## src/pkg/mtc_consts.svh

```systemverilog
`ifndef MTC_CONSTS_SVH
`define MTC_CONSTS_SVH

// Register offsets (word addresses on the plain port)
`define MTC_OFS_USAGE      4'h0
`define MTC_OFS_LIMIT      4'h1
`define MTC_OFS_CMD        4'h2
`define MTC_OFS_STATUS     4'h3
`define MTC_OFS_COUNT      4'h4
`define MTC_OFS_OBJ_INDEX  4'h5

// Field positions
`define MTC_USAGE_BIT      0
`define MTC_CMD_RESTART    0
`define MTC_CMD_ALM_RESET  1
`define MTC_CMD_TURN_RESET 2
`define MTC_ST_ALARM_ONE   0
`define MTC_ST_ALARM_TWO   1
`define MTC_ST_USAGE       2
`define MTC_ST_SINGLE      3
`define MTC_ST_ENC_INCR    4

// Reset values
`define MTC_USAGE_RESET    1'h0
`define MTC_LIMIT_RESET    16'h000a
`define MTC_OBJ_INDEX      16'h30a9

// Last settle cycle of the power-up check; the strap synchronisers need four edges
`define MTC_SETTLE_LAST    2'h2

// Encoder usage codes
`define MTC_USE_ABSOLUTE   1'h0
`define MTC_USE_INCREMENT  1'h1

`endif

```

## src/pkg/mtc_pkg.sv

```systemverilog
`default_nettype none
package mtc_pkg;
    // Stage of the power-up check
    typedef enum logic [1:0] {
        mtc_boot_t_idle  = 2'b00,
        mtc_boot_t_check = 2'b01,
        mtc_boot_t_run   = 2'b10
    } mtc_boot_t;

    // Direction of one revolution event
    typedef enum logic [1:0] {
        mtc_dir_none = 2'b00,
        mtc_dir_fwd  = 2'b01,
        mtc_dir_rev  = 2'b10
    } mtc_dir_t;
endpackage
`default_nettype wire

```

## src/logic/mtc_turn_counter.sv

```systemverilog
// Functional notes
// - Usage setting: 0 absolute (default), 1 incremental; applied on restart only.
// - Absolute selected with incremental encoder raises an alarm at first power-up.
// - Alarm reset clears alarm one only if the encoder is not incremental; turn count reset clears alarm two after battery swap.
// - Turn limit 0..65535, default 10, applied on restart, absolute mode only.
// - Limit other than 0 or default: reverse turn at count 0 loads limit minus one.
// - Limit other than 0 or default: forward turn at limit minus one sets count 0.
// - Count held at 0 for single-turn encoder or incremental usage.
// - Turn limit also seen as object entry 30A9h.
`timescale 1ns/100ps
`default_nettype none
`include "mtc_consts.svh"
module mtc_turn_counter #(
    parameter int POS_W = 17
) (
    input  wire logic             clk,
    input  wire logic             rst_b,
    input  wire logic             ce,
    input  wire logic [3:0]       addr,
    input  wire logic [15:0]      wdata,
    input  wire logic             wr,
    input  wire logic             rd,
    output logic      [15:0]      rdata,
    input  wire logic [POS_W-1:0] enc_pos,
    input  wire logic             enc_pos_valid,
    input  wire logic             enc_is_incremental,
    input  wire logic             enc_single_turn,
    input  wire logic             battery_low,
    output logic      [15:0]      turn_count,
    output logic                  encoder_alarm_one,
    output logic                  encoder_alarm_two
);
    // Pin synchronisers for the encoder strap and battery lines
    logic [2:0] inc_sync;
    logic [2:0] single_sync;
    logic [2:0] batt_sync;
    logic       enc_inc;
    logic       enc_single;
    logic       batt_low;

    // Settings as written and as applied after restart
    logic        encoder_usage_select;
    logic [15:0] turn_wrap_limit;
    logic        usage_live;
    logic [15:0] limit_live;
    logic        restart_req;
    mtc_pkg::mtc_boot_t boot;

    logic        rev_fwd;
    logic        rev_rev;
    logic        hold_zero;
    logic        wrap_on;
    logic [15:0] limit_m1;
    logic        first_check;
    logic [1:0]  settle_cnt;

    // Write decode shared by the command bits
    function automatic logic cmd_hit(input logic [3:0] a, input logic w,
                                     input logic [15:0] d, input int b);
        cmd_hit = w && a == `MTC_OFS_CMD && d[b];
    endfunction

    // Three stage synchronisers, change seen once stages two and three agree
    always_ff @(posedge clk or negedge rst_b) begin
        if (!rst_b) begin
            inc_sync    <= 3'h0;
            single_sync <= 3'h0;
            batt_sync   <= 3'h0;
            enc_inc     <= 1'b0;
            enc_single  <= 1'b0;
            batt_low    <= 1'b0;
        end else if (ce) begin
            inc_sync    <= {inc_sync[1:0], enc_is_incremental};
            single_sync <= {single_sync[1:0], enc_single_turn};
            batt_sync   <= {batt_sync[1:0], battery_low};
            if (inc_sync[1] == inc_sync[2]) begin
                enc_inc <= inc_sync[2];
            end
            if (single_sync[1] == single_sync[2]) begin
                enc_single <= single_sync[2];
            end
            if (batt_sync[1] == batt_sync[2]) begin
                batt_low <= batt_sync[2];
            end
        end
    end

    mtc_wrap_detect #(
        .POS_W     (POS_W)
    ) u_wrap (
        .clk       (clk),
        .rst_b     (rst_b),
        .ce        (ce),
        .pos       (enc_pos),
        .pos_valid (enc_pos_valid),
        .rev_fwd   (rev_fwd),
        .rev_rev   (rev_rev)
    );

    // Software side settings, stored immediately
    always_ff @(posedge clk or negedge rst_b) begin
        if (!rst_b) begin
            encoder_usage_select <= `MTC_USAGE_RESET;
            turn_wrap_limit      <= `MTC_LIMIT_RESET;
        end else if (ce && wr) begin
            if (addr == `MTC_OFS_USAGE) begin
                encoder_usage_select <= wdata[`MTC_USAGE_BIT];
            end
            if (addr == `MTC_OFS_LIMIT) begin
                turn_wrap_limit <= wdata;
            end
        end
    end

    // Restart request pulse from the command register
    always_ff @(posedge clk or negedge rst_b) begin
        if (!rst_b) begin
            restart_req <= 1'b0;
        end else if (ce) begin
            restart_req <= cmd_hit(addr, wr, wdata, `MTC_CMD_RESTART);
        end
    end

    // Cycles spent in the check stage; synchronisers are cleared by reset,
    // so the strap pins are only trustworthy after a few edges
    always_ff @(posedge clk or negedge rst_b) begin
        if (!rst_b) begin
            settle_cnt <= 2'h0;
        end else if (ce) begin
            if (boot == mtc_pkg::mtc_boot_t_check) begin
                settle_cnt <= settle_cnt + 2'h1;
            end else begin
                settle_cnt <= 2'h0;
            end
        end
    end

    // Restart sequence: apply settings, then let straps settle, then check
    always_ff @(posedge clk or negedge rst_b) begin
        if (!rst_b) begin
            boot        <= mtc_pkg::mtc_boot_t_idle;
            usage_live  <= `MTC_USAGE_RESET;
            limit_live  <= `MTC_LIMIT_RESET;
            first_check <= 1'b0;
        end else if (ce) begin
            first_check <= 1'b0;
            unique case (boot)
                mtc_pkg::mtc_boot_t_idle: begin
                    usage_live <= encoder_usage_select;
                    limit_live <= turn_wrap_limit;
                    boot       <= mtc_pkg::mtc_boot_t_check;
                end
                mtc_pkg::mtc_boot_t_check: begin
                    // Judge the encoder type only once the synced strap is valid
                    if (settle_cnt == `MTC_SETTLE_LAST) begin
                        first_check <= 1'b1;
                        boot        <= mtc_pkg::mtc_boot_t_run;
                    end
                end
                mtc_pkg::mtc_boot_t_run: begin
                    if (restart_req) begin
                        boot <= mtc_pkg::mtc_boot_t_idle;
                    end
                end
                default: begin
                    boot <= mtc_pkg::mtc_boot_t_idle;
                end
            endcase
        end
    end

    // Alarm one on type mismatch at power-up, alarm two on battery loss
    always_ff @(posedge clk or negedge rst_b) begin
        if (!rst_b) begin
            encoder_alarm_one <= 1'b0;
            encoder_alarm_two <= 1'b0;
        end else if (ce) begin
            if (first_check && usage_live == `MTC_USE_ABSOLUTE && enc_inc) begin
                encoder_alarm_one <= 1'b1;
            end else if (first_check && usage_live == `MTC_USE_INCREMENT) begin
                encoder_alarm_one <= 1'b0;
            end else if (cmd_hit(addr, wr, wdata, `MTC_CMD_ALM_RESET) && !enc_inc) begin
                encoder_alarm_one <= 1'b0;
            end
            if (batt_low && usage_live == `MTC_USE_ABSOLUTE) begin
                encoder_alarm_two <= 1'b1; // set wins over clear
            end else if (cmd_hit(addr, wr, wdata, `MTC_CMD_TURN_RESET)) begin
                encoder_alarm_two <= 1'b0;
            end
        end
    end

    // Counter modes derived from applied settings
    assign hold_zero = usage_live == `MTC_USE_INCREMENT || enc_single;
    assign wrap_on   = limit_live != `MTC_LIMIT_RESET && limit_live != 16'h0000;
    assign limit_m1  = limit_live - 16'h0001;

    // Multiturn count with optional wrap at the limit
    always_ff @(posedge clk or negedge rst_b) begin
        if (!rst_b) begin
            turn_count <= 16'h0000;
        end else if (ce) begin
            if (hold_zero || boot != mtc_pkg::mtc_boot_t_run) begin
                turn_count <= 16'h0000;
            end else if (cmd_hit(addr, wr, wdata, `MTC_CMD_TURN_RESET)) begin
                turn_count <= 16'h0000;
            end else if (rev_fwd) begin
                if (wrap_on && turn_count == limit_m1) begin
                    turn_count <= 16'h0000;
                end else begin
                    turn_count <= turn_count + 16'h0001;
                end
            end else if (rev_rev) begin
                if (wrap_on && turn_count == 16'h0000) begin
                    turn_count <= limit_m1;
                end else begin
                    turn_count <= turn_count - 16'h0001;
                end
            end
        end
    end

    // Read data stands one cycle after the read strobe; unmapped reads zero
    always_ff @(posedge clk or negedge rst_b) begin
        if (!rst_b) begin
            rdata <= 16'h0000;
        end else if (ce) begin
            rdata <= 16'h0000;
            if (rd) begin
                unique case (addr)
                    `MTC_OFS_USAGE:     rdata <= {15'h0000, encoder_usage_select};
                    `MTC_OFS_LIMIT:     rdata <= turn_wrap_limit;
                    `MTC_OFS_STATUS:    rdata <= {11'h000, enc_inc, enc_single, usage_live,
                                                  encoder_alarm_two, encoder_alarm_one};
                    `MTC_OFS_COUNT:     rdata <= turn_count;
                    `MTC_OFS_OBJ_INDEX: rdata <= `MTC_OBJ_INDEX;
                    default:            rdata <= 16'h0000;
                endcase
            end
        end
    end
endmodule // mtc_turn_counter
`default_nettype wire

```

## src/logic/mtc_wrap_detect.sv

```systemverilog
`timescale 1ns/100ps
`default_nettype none
// Finds single-turn position wrap and reports one revolution per pulse
module mtc_wrap_detect #(
    parameter int POS_W = 17
) (
    input  wire logic             clk,
    input  wire logic             rst_b,
    input  wire logic             ce,
    input  wire logic [POS_W-1:0] pos,
    input  wire logic             pos_valid,
    output logic                  rev_fwd,
    output logic                  rev_rev
);
    logic [POS_W-1:0] last_pos;
    logic             have_last;
    logic [1:0]       quad_now;
    logic [1:0]       quad_last;

    // Top two bits give the quadrant of the shaft
    assign quad_now  = pos[POS_W-1 -: 2];
    assign quad_last = last_pos[POS_W-1 -: 2];

    // Keep the previous sample
    always_ff @(posedge clk or negedge rst_b) begin
        if (!rst_b) begin
            last_pos  <= '0;
            have_last <= 1'b0;
        end else if (ce && pos_valid) begin
            last_pos  <= pos;
            have_last <= 1'b1;
        end
    end

    // Quadrant 3 to 0 is a forward wrap, 0 to 3 a reverse one
    always_ff @(posedge clk or negedge rst_b) begin
        if (!rst_b) begin
            rev_fwd <= 1'b0;
            rev_rev <= 1'b0;
        end else if (ce) begin
            rev_fwd <= pos_valid && have_last && quad_last == 2'h3 && quad_now == 2'h0;
            rev_rev <= pos_valid && have_last && quad_last == 2'h0 && quad_now == 2'h3;
        end
    end
endmodule // mtc_wrap_detect
`default_nettype wire

```

## config.mk

```make
export PLATFORM = sky130hd
export DESIGN_NAME = mtc_turn_counter
export DESIGN_NICKNAME = d
export VERILOG_FILES = /design/src/pkg/mtc_pkg.sv /design/src/logic/mtc_turn_counter.sv /design/src/logic/mtc_wrap_detect.sv
export VERILOG_INCLUDE_DIRS = /design/src /design/src/pkg
export SDC_FILE = /design/constraint.sdc
export NUM_CORES = 1
export LEC_CHECK = 0
export ABC_AREA = 1
export BUFFER_PORTS_ARGS = -buffer_cell sky130_fd_sc_hd__buf_4
export CORE_MARGIN = 2
export CORE_UTILIZATION = 45
export CTS_BUF_LIST = sky130_fd_sc_hd__clkbuf_8
export DETAILED_ROUTE_END_ITERATION = 8
export GPL_TIMING_DRIVEN = 0
export PLACE_DENSITY = 0.62
export SYNTH_ARGS = -nofsm -noshare
export SYNTH_HDL_FRONTEND = slang
export SYNTH_SLANG_ARGS = --single-unit
```

## constraint.sdc

```tcl
create_clock -name clk -period 6.2 [get_ports clk]
set_clock_uncertainty 0.1 [all_clocks]
set_input_delay 0.31 -clock clk [delete_from_list [all_inputs] [get_ports clk]]
set_output_delay 0.31 -clock clk [all_outputs]
set_load 0.1 [all_outputs]
```

==> results of run 1 <==
==> Yosys cell counts (2+ instances only) <==
cell / n / area, um2
nand2_1: 233 / 875
inv_1: 103 / 387
dfrtp_1: 87 / 2180
nand3_1: 68 / 340
o21ai_0: 62 / 310
nor2_1: 60 / 225
a21oi_1: 28 / 140
xor2_1: 27 / 236
clkbuf_1: 21 / 78.8
nand2_2: 13 / 81.3
o22ai_1: 12 / 75.1
nand4_1: 9 / 56.3
inv_2: 8 / 30.0
nor2_4: 8 / 90.1
nor2_2: 7 / 43.8
buf_2: 6 / 30.0
ha_1: 5 / 62.6
a221oi_1: 4 / 35.0
dfstp_2: 4 / 105
nand2_4: 4 / 45.0
nor3_1: 4 / 20.0
o31ai_1: 4 / 30.0
buf_1: 3 / 11.3
clkinv_1: 3 / 11.3
nor4_1: 3 / 18.8
o211ai_1: 3 / 22.5
o21ai_1: 3 / 15.0
buf_6: 2 / 22.5
mux2_2: 2 / 22.5
xnor3_1: 2 / 45.0
==> registers in the layout, summed over array words and instances (netlist names), 2 cells and up <==
signal	count
limit_live	16
rdata	16
turn_count	16
turn_wrap_limit	16
batt_sync	3
inc_sync	3
single_sync	3
boot	2
settle_cnt	2
u_wrap.last_pos	2
==> metrics by stage <==
stage | std cells | hold slack [ps] | cell area, um2 | utilization | worst slack [ps]
floorplan | 810 | -85.6 | 5760 | - | 3460
global placement | 1044 | 345 | 6440 | 0.512 | 3610
detailed placement | 1044 | 347 | 6440 | 0.512 | 3520
CTS | 1060 | 22.5 | 6610 | 0.526 | 3520
global route | 1060 | 41.6 | 6610 | 0.526 | 3320
finish | 1060 | 33.1 | 6610 | 0.526 | 3520
==> where the power goes <==
group          total [mW]  switching, mW  internal [mW]  leakage [nW]
Clock               0.375          0.229          0.145        0.0886
Combinational       0.768          0.510          0.258          2.31
Sequential          0.837          0.124          0.713          1.14
==> worst register-to-register path, stage by stage (launching register included) <==
cell and delay (ps):
dfrtp_1 420, inv_1 200, ha_1 310, nand2_1 90, nor2_1 290, nand2_1 120
nand3_1 90, nand3_1 70, nor2_1 80, nand3_1 140, nor2_2 160, nand2_4 100
buf_6 170, nand2_2 60, nand2_1 40, nand2_1 70, nand2_1 50
==> worst min path at each step <==
stage | startpoint | endpoint | slack (ps) | cells past startpoint
2_1_floorplan | rst_b | batt_low$_DFFE_PN0P_ | -90 | 0
4_1_cts | battery_low | batt_sync[0]$_DFFE_PN0P_ | 20 | 3
5_1_grt | battery_low | batt_sync[0]$_DFFE_PN0P_ | 40 | 3
3_3_place_gp | u_wrap.have_last$_DFFE_PN0P_ | u_wrap.have_last$_DFFE_PN0P_ | 340 | 2
6_report | battery_low | batt_sync[0]$_DFFE_PN0P_ | 30 | 3
3_5_place_dp | u_wrap.have_last$_DFFE_PN0P_ | u_wrap.have_last$_DFFE_PN0P_ | 350 | 2
==> layer usage <==
metal	global-route usage	share of wire	routed length (um)	vias to the layer above
met3	0.0458	0.051	820	39
met5	0	0	0	-
met2	0.419	0.47	7570	159
met4	0.105	0.031	498	0
met1	0.327	0.44	7080	2539
li1	-	-	-	2723
==> final cells by class <==
| class | count | share of cell area |
|---|---|---|
| inverter | 114 | 0.0647 |
| tap | 172 | 0.0326 |
| buffer | 34 | 0.0235 |
| sequential | 91 | 0.345 |
| clock buffer | 9 | 0.0187 |
| timing repair buffer | 62 | 0.0704 |
| clock inverter | 7 | 0.00682 |
| multi-input combinational | 571 | 0.438 |
==> logic make-up (layout without fill, tap and decap cells) <==
family                     after synthesis  after routing  synth area share
and+or+nand+nor                        412            412             0.318
muxes                                    2              2           0.00391
AOI/OAI and AO/OA                      122            122             0.119
adders and majority gates                5              5            0.0109
buffers and inverters                  148            226             0.101
xor gates and xnor gates                30             30            0.0504
DFF                                     91             91             0.396
==> impl_metrics.yaml, run 1 <==
run:
  maxCapViolCount: 0
route:
  wl_um: 16000
  drtIter0Drc: 344
  avgViaCountPerCell: 5.15
  ant_nets: 0
  vias: 5460
  routedWlPerCell_um: 15.1
  dr.pass1.iters: 5
  route.detailed.drc: 0
cts:
  cts_buffers: 9
  tritoncts: "yes"
  clk_latency_ps: 380
  ctsHoldBuffers: 0
  htreeDepth: 3
  clkTransAtPathRegs_ps: 100
  cts_root_buffer: "clkbuf_8"
  post_cts_buffers: 0
  cts.path.max_buffers: 2
  ctsResizeCount: 0
  clkSinkCount: 91
yosys:
  synth_flop_cell: "dfrtp_1"
  synthArstFlopShare: 1.00
  avgSynthCellArea_um2: 7.11
  yosys_warnings: 0
  synth-seq-area-share: 0.396
  synth_cells: 810
  synth_fp_nets: 861
  netlist_area_um2: 5760
  synth.distinct_cells: 42
  ys_seq_elements: 91
  synth_edf_count: 0
setup_path:
  cp-startpoint: "limit_live[0]$_DFFE_PN0P_"
  r2r_cells: 16
  start_kind: "register"
  path_common_cell: "nand2_1"
  reg2reg_to: "turn_count[1]$_DFFE_PN0P_"
  r2r_slack_ps: 3520
  crit_path_max_incr_delay_ps: 420
  reg2reg_from: "limit_live[0]$_DFFE_PN0P_"
  critPathCaptureType: "register"
  slowest_stage: "dfrtp_1"
  worstPathRequired_ps: 6370
  worstPathCellList: "inv_1, ha_1, nand2_1, nor2_1, nand2_1, nand3_1, nand3_1, nor2_1, nand3_1, nor2_2, nand2_4, buf_6, nand2_2, nand2_1, nand2_1, nand2_1"
  cp_top_family: "simple AND/OR/NAND/NOR gates"
  endpoint: "turn_count[1]$_DFFE_PN0P_"
  cp.depth: 16
  arrival_ps: 2850
  crit_type: "register to register"
  crit_buf_inv: 2
  cp_max_fo: 10
die:
  initial_core_util: 0.458
  rows: 41
  die_w_um: 117
  num_io_pins: 80
  die_area_um2: 13700
  core_area_um2: 12600
  die_h_um: 117
power_and_ir_drop:
  finalPower_mw: 1.98
  irDropWorstVdd_v: 0.000215
  power_leakage_nw: 3.54
  p_per_area_nw_per_um2: 299
place:
  io_buffers: 62
  gp_congestion: 0.946
  hpwl_um: 12500
timing:
  max-slew-margin-rel: 0.245
  rsz0062_at_grt: "false"
  tns_ps: 0
  worst_pin_slew_ps: 1130
  max_clock_freq_mhz: 373
  finalCriticalPeriod_ps: 2680
  setup_viol: 0
  hold_violations: 0
  fin_crit_sh: 0.432
  maxSlewViolCount: 0
grt:
  grt_overflow: 0
  antenna_found_initial: 0
  track_usage: 0.253
  first_global_vias: 5269
  grt_pass1_wl_um: 26400
  grt_start_max_net_pins: 92
status:
  status: "finished, final reports clean"
final_layout:
  final_common_cell: "nand2_1"
  final_cell_mix: "233 x nand2_1, 105 x inv_1, 87 x dfrtp_1"
  multi_input_area_um2: 2890
  area_delta_synth_final_pct: 14.8
  layout-drive-gt1-share: 0.153
  n_antenna_cell: 0
  seq_area_um2: 2280
  fin_nets: 934
  n_fill_cell: 1279
hold_path:
  hp-class: "input pin to register"
(Power assumes the default switching activity.)
==> run 2: changes to the inputs <==
- clock period: 6.2 -> 2.48 ns (I/O delays scaled with it)
==> run 2 against run 1 <==
Routed wire length increased by 2.7%. Largest power group is now combinational cells. Total power increased to 2.7 times the previous value. Utilization increased by 3.7 points. Non-clock buffer count increased by 31. Count of clock-buffer cells in the layout increased by 1. Register-to-register slack got worse by 3400 ps. Largest cell class unchanged. Design area increased by 7.1%.
==> impl_metrics.yaml, run 2 (synthesized netlist as in run 1, its figures left out) <==
status:
  status: "finished, final reports clean"
final_layout:
  layout-drive-gt1-share: 0.183
  layout.cells.non_filler: 1091
  fin_nets: 965
  area_delta_synth_final_pct: 22.9
  final_cell_mix: "230 x nand2_1, 99 x inv_1, 82 x dfrtp_1"
  final_common_cell: "nand2_1"
  n_antenna_cell: 0
  finalInstanceArea_um2: 7080
  fin_util: 0.563
setup_path:
  r2r_slack_ps: 160
  r2r_cells: 16
  arrival_ps: 2490
  start_kind: "register"
  reg2reg_from: "limit_live[0]$_DFFE_PN0P_"
  critPathCaptureType: "register"
  crit_type: "register to register"
  worstPathRequired_ps: 2660
  reg2reg_to: "turn_count[1]$_DFFE_PN0P_"
  cp_max_fo: 10
timing:
  setup_viol: 0
  worst_pin_slew_ps: 1160
  max-slew-margin-rel: 0.229
  finalCriticalPeriod_ps: 2320
  fin_ws_ps: 164
  max_clock_freq_mhz: 432
  maxSlewViolCount: 0
  tns_ps: 0
  fin_crit_sh: 0.934
  hold_violations: 0
die:
  die_w_um: 117
  initial_core_util: 0.458
  rows: 41
  die_area_um2: 13700
  core_area_um2: 12600
  die_h_um: 117
  num_io_pins: 80
place:
  gp_congestion: 0.939
  io_buffers: 62
  dp_cells: 1044
  postPlaceCellArea_um2: 6440
  hpwl_um: 12500
  post-place-ws_ps: -193
cts:
  clkTransAtPathRegs_ps: 100
  cts_buffers: 9
  tritoncts: "yes"
  cts_root_buffer: "clkbuf_8"
  cts.path.max_buffers: 2
  clk_latency_ps: 380
  clkSinkCount: 91
  htreeDepth: 3
hold_path:
  hold_start: "addr[1]"
  min_path_cells: 4
  hp-class: "input pin to register"
  worstHoldEndpoint: "encoder_usage_select$_DFFE_PN0P_"
run:
  maxCapViolCount: 0
route:
  drtIter0Drc: 488
  dr.pass1.iters: 5
  ant_nets: 0
  wl_um: 16400
  routedWlPerCell_um: 15.0
  vias: 5544
  avgViaCountPerCell: 5.08
  route.detailed.drc: 0
grt:
  first_global_vias: 5447
  track_usage: 0.258
  grt_overflow: 0
  grt_start_max_net_pins: 92
  grt_pass1_wl_um: 27000
  antenna_found_initial: 0
power_and_ir_drop:
  irDropWorstVdd_v: 0.000557
  power_leakage_nw: 3.69
  p_per_area_nw_per_um2: 760
==> run 2: cell types whose count changed in the layout (fill, tap and decap cells not counted), moves of 3 or more <==
| cell | change |
|---|---|
| nor2_1 | -4 |
| dfrtp_2 | +5 |
| buf_4 | +5 |
| inv_1 | -6 |
| nand2_2 | +3 |
| nand2_1 | -3 |
| dlygate4sd3_1 | +25 |
| dfrtp_1 | -5 |
==> run 2: power breakdown <==
part / leakage, nW / internal (mW) / switching [mW]
clock: 0.107 / 0.503 / 0.593
sequential: 1.13 / 1.78 / 0.341
combinational: 2.46 / 0.800 / 1.35
total: 3.69 / 3.09 / 2.29
==> run 2: per-stage QoR <==
| stage | hold slack (ps) | total power [mW] |
|---|---|---|
| CTS | 6.21 | 5.21 |
| finish | 24.3 | 5.38 |
| detailed placement | 241 | 4.03 |
| global route | 56.0 | 5.75 |
| global placement | 235 | 3.99 |
| floorplan | -272 | 3.51 |
==> run 2: critical path, cell delays in order (launching register included) <==
cell and delay, ps:
dfrtp_2 460, inv_4 90, ha_4 210, nand2_2 90, nor2_4 180, nand2_2 70, nand3_1 70, nand3_1 90
nor2_2 120, nand3_2 130, nor2_4 140, nand2_4 100, buf_12 160, nand2_2 50, nand2_1 40, nand2_1 50
nand2_1 60
==> run 2: cell type report <==
| type | instances | area [um2] |
|---|---|---|
| plain buffers | 34 | 168 |
| clock buffers | 10 | 138 |
| clock inverters | 6 | 70.1 |
| fillers | 1234 | 5490 |
| inverters | 114 | 437 |
| multi-input cells | 571 | 3000 |
| flip-flops and latches | 91 | 2290 |
| well taps | 172 | 215 |
| repair buffers | 93 | 761 |
==> run 2: how the worst max path moves through the flow <==
| stage | start | to | cells after the start |
|---|---|---|---|
| after floorplan | turn_count[3]$_DFFE_PN0P_ | turn_count[1]$_DFFE_PN0P_ | 12 |
| after global placement | limit_live[0]$_DFFE_PN0P_ | turn_count[15]$_DFFE_PN0P_ | 16 |
| after detailed placement | limit_live[0]$_DFFE_PN0P_ | turn_count[1]$_DFFE_PN0P_ | 16 |
| after CTS | turn_count[0]$_DFFE_PN0P_ | turn_count[1]$_DFFE_PN0P_ | 14 |
| after global routing | limit_live[1]$_DFFE_PN1P_ | turn_count[15]$_DFFE_PN0P_ | 17 |
| final | limit_live[0]$_DFFE_PN0P_ | turn_count[1]$_DFFE_PN0P_ | 16 |
==> run 2: per-layer routing <==
layer | vias to the layer above | GRT usage | wire, um
met2 | 155 | 0.442 | 8040
met1 | 2583 | 0.334 | 7220
met3 | 30 | 0.0330 | 699
li1 | 2776 | - | -
met5 | - | 0 | 0
met4 | 0 | 0.0996 | 423
==> run 2: timing repair <==
action                     CTS  global route
hold buffers                25             0
gates resized for setup      6            26
hold endpoints to repair   113             0
setup endpoints to repair   16            16
pin swaps                    0             8
setup buffers                0             6
==> run 3: changes to the inputs <==
- ABC_AREA: 1 -> default
- TNS_END_PERCENT: default -> 50
==> run 3 against run 2 <==
The run now ends with setup timing left. Count of clock-buffer cells in the layout shrank 1. Register-to-register slack worse by 1100 ps. Sequential power is 5% lower. Design area decreased by 0.42%. Sequential cell count unchanged. Die area shrank 4.8%. Largest power group unchanged. Clock power fell by 8%. Highest routed layer unchanged.
==> impl_metrics.yaml, run 3 <==
die:
  initial_core_util: 0.457
  core_area_um2: 12000
  die_w_um: 114
  rows: 40
  num_io_pins: 80
  die_area_um2: 13100
  die_h_um: 114
grt:
  grt_pass1_wl_um: 26500
  grt_overflow: 0
  grt_start_max_net_pins: 92
  antenna_found_initial: 0
  first_global_vias: 4961
  track_usage: 0.263
power_and_ir_drop:
  finalPower_mw: 5.83
  irDropWorstVdd_v: 0.000504
  power_leakage_nw: 3.02
  p_per_area_nw_per_um2: 827
run:
  maxCapViolCount: 0
yosys:
  synth_edf_count: 0
  synth_flop_cell: "dfrtp_1"
  synth_fp_nets: 629
  synthArstFlopShare: 1.00
  synth_cells: 578
  synth_area_leaders: "dfrtp_1 40%, mux2_2 9.9%, o21ai_0 3.8%"
  avgSynthCellArea_um2: 9.46
  ys_seq_elements: 91
  yosysTopAreaCell: "dfrtp_1"
  netlist_top_cells_count: "87 x dfrtp_1, 48 x mux2_2, 42 x o21ai_0"
  netlist_area_um2: 5470
  synth-seq-area-share: 0.417
  post-synth-top-count-cell: "dfrtp_1"
  synth.distinct_cells: 67
  yosysTopAreaCellShare: 0.398
  yosys_warnings: 0
setup_path:
  critPathCaptureType: "register"
  endpoint: "turn_count[14]$_DFFE_PN0P_"
  cp_max_fo: 4
  r2r_slack_ps: -890
  crit_path_max_incr_delay_ps: 490
  r2r_cells: 11
  worstPathRequired_ps: 2640
  start_kind: "register"
  arrival_ps: 3530
  crit_type: "register to register"
  worstPathCellList: "inv_2, ha_4, or3b_4, o211a_1, or4_4, a2111o_1, nor4_4, buf_4, nand2_4, a41o_1, a211o_1"
  slowest_stage: "or4_4"
  reg2reg_from: "limit_live[0]$_DFFE_PN0P_"
  reg2reg_to: "turn_count[14]$_DFFE_PN0P_"
  cp-startpoint: "limit_live[0]$_DFFE_PN0P_"
timing:
  rsz0062_at_grt: "true"
  maxSlewViolCount: 0
  fin_crit_sh: 1.36
  max-slew-margin-rel: 0.232
  timing.hold.ws_ps: 38.1
  worst_pin_slew_ps: 1150
  fin_ws_ps: -887
  hold_violations: 0
  max_clock_freq_mhz: 297
  setup_viol: 16
  finalCriticalPeriod_ps: 3370
route:
  dr.pass1.iters: 6
  vias: 5029
  route.detailed.drc: 0
  routedWlPerCell_um: 19.5
  wl_um: 16400
  ant_nets: 0
  avgViaCountPerCell: 5.99
  drtIter0Drc: 284
hold_path:
  hp-class: "input pin to register"
cts:
  clk_latency_ps: 380
  cts_buffers: 9
  htreeDepth: 3
  cts.path.max_buffers: 2
  clkTransAtPathRegs_ps: 90
  tritoncts: "yes"
  cts_root_buffer: "clkbuf_8"
  clkSinkCount: 91
final_layout:
  n_antenna_cell: 0
  layout-drive-gt1-share: 0.303
  final_common_cell: "dfrtp_1"
  fin_nets: 739
  final_cell_mix: "80 x dfrtp_1, 72 x buf_4, 47 x mux2_2"
  layout.cells.non_filler: 840
  finalInstanceArea_um2: 7050
  fin_util: 0.589
  area_delta_synth_final_pct: 28.8
place:
  io_buffers: 61
  postPlaceCellArea_um2: 6210
  hpwl_um: 11600
  dp_cells: 786
  gp_congestion: 0.925
status:
  violations: "setup timing"
  status: "finished, violations left"
==> run 3: cell count changes after synthesis, sizes merged, moves of 17 or more <==
cell   previous run  this run
o21ai            66        43
xnor2             1        18
nand2           250        33
nor2             76        31
mux2              2        48
inv             111        34
nand3            68        13
==> run 3: worst min path at each step <==
stage / depth (start not counted) / from / to
3_3_place_gp: 2 / wdata[4] / turn_wrap_limit[4]$_DFFE_PN0P_
4_1_cts: 3 / rd / rdata[1]$_DFFE_PN0P_
6_report: 3 / rd / rdata[1]$_DFFE_PN0P_
5_1_grt: 3 / rd / rdata[0]$_DFFE_PN0P_
3_5_place_dp: 2 / enc_single_turn / single_sync[0]$_DFFE_PN0P_
2_1_floorplan: 0 / rst_b / batt_low$_DFFE_PN0P_
==> run 3: cells by family after synthesis <==
| logic type | count (synthesis) | synth area share |
|---|---|---|
| adder cells (fa/ha/maj) | 5 | 0.0114 |
| AND/OR/NAND/NOR | 160 | 0.157 |
| AO/OA/AOI/OAI | 153 | 0.187 |
| buffers and inverters | 82 | 0.0627 |
| XOR/XNOR | 36 | 0.0602 |
| multiplexers | 51 | 0.104 |
| flip-flops | 91 | 0.417 |
==> run 3: what timing repair did <==
item | in CTS | in global routing
buffers inserted | 11 | 5
endpoints found under the setup margin | 26 | 26
endpoints found under the hold margin | 114 | 0
gates resized for setup | 23 | 40
hold buffers | 24 | 0
cloned | 1 | 0
pin swaps | 6 | 15
==> run 3: power breakdown <==
part / switching [mW] / internal [mW]
Combinational: 1.49 / 1.31
Sequential: 0.270 / 1.76
Clock: 0.551 / 0.456
Total: 2.31 / 3.52
==> run 3: cell type report <==
class | count | area [um2]
Buffer | 43 | 214
Inverter | 36 | 138
Multi-Input combinational cell | 405 | 3160
Tap cell | 147 | 184
Clock inverter | 7 | 61.3
Sequential cell | 91 | 2290
Timing Repair Buffer | 102 | 873
Clock buffer | 9 | 124
Fill cell | 1048 | 4920
==> run 3: routing by layer <==
layer / routed length [um] / share of wire / track usage / up-vias
met5: 0 / 0 / 0 / -
met2: 7790 / 0.48 / 0.422 / 222
li1: - / - / - / 2337
met1: 7100 / 0.43 / 0.359 / 2428
met4: 581 / 0.035 / 0.115 / 0
met3: 918 / 0.056 / 0.0339 / 42
==> run 3: critical path, delay by kind of cell (launching register included) <==
family                     cells  cell delay (ps)
AOI/OAI and AO/OA              4             1050
buffers and inverters          2              280
adders and majority gates      1              150
and+or+nand+nor                4             1260
DFF                            1              410
==> run 3: per-stage QoR <==
step / setup slack, ps / setup TNS (ps)
2_1_floorplan: -651 / -9430
3_3_place_gp: -1300 / -34410
3_5_place_dp: -1290 / -26870
4_1_cts: -898 / -13000
5_1_grt: -967 / -14110
6_report: -887 / -12790
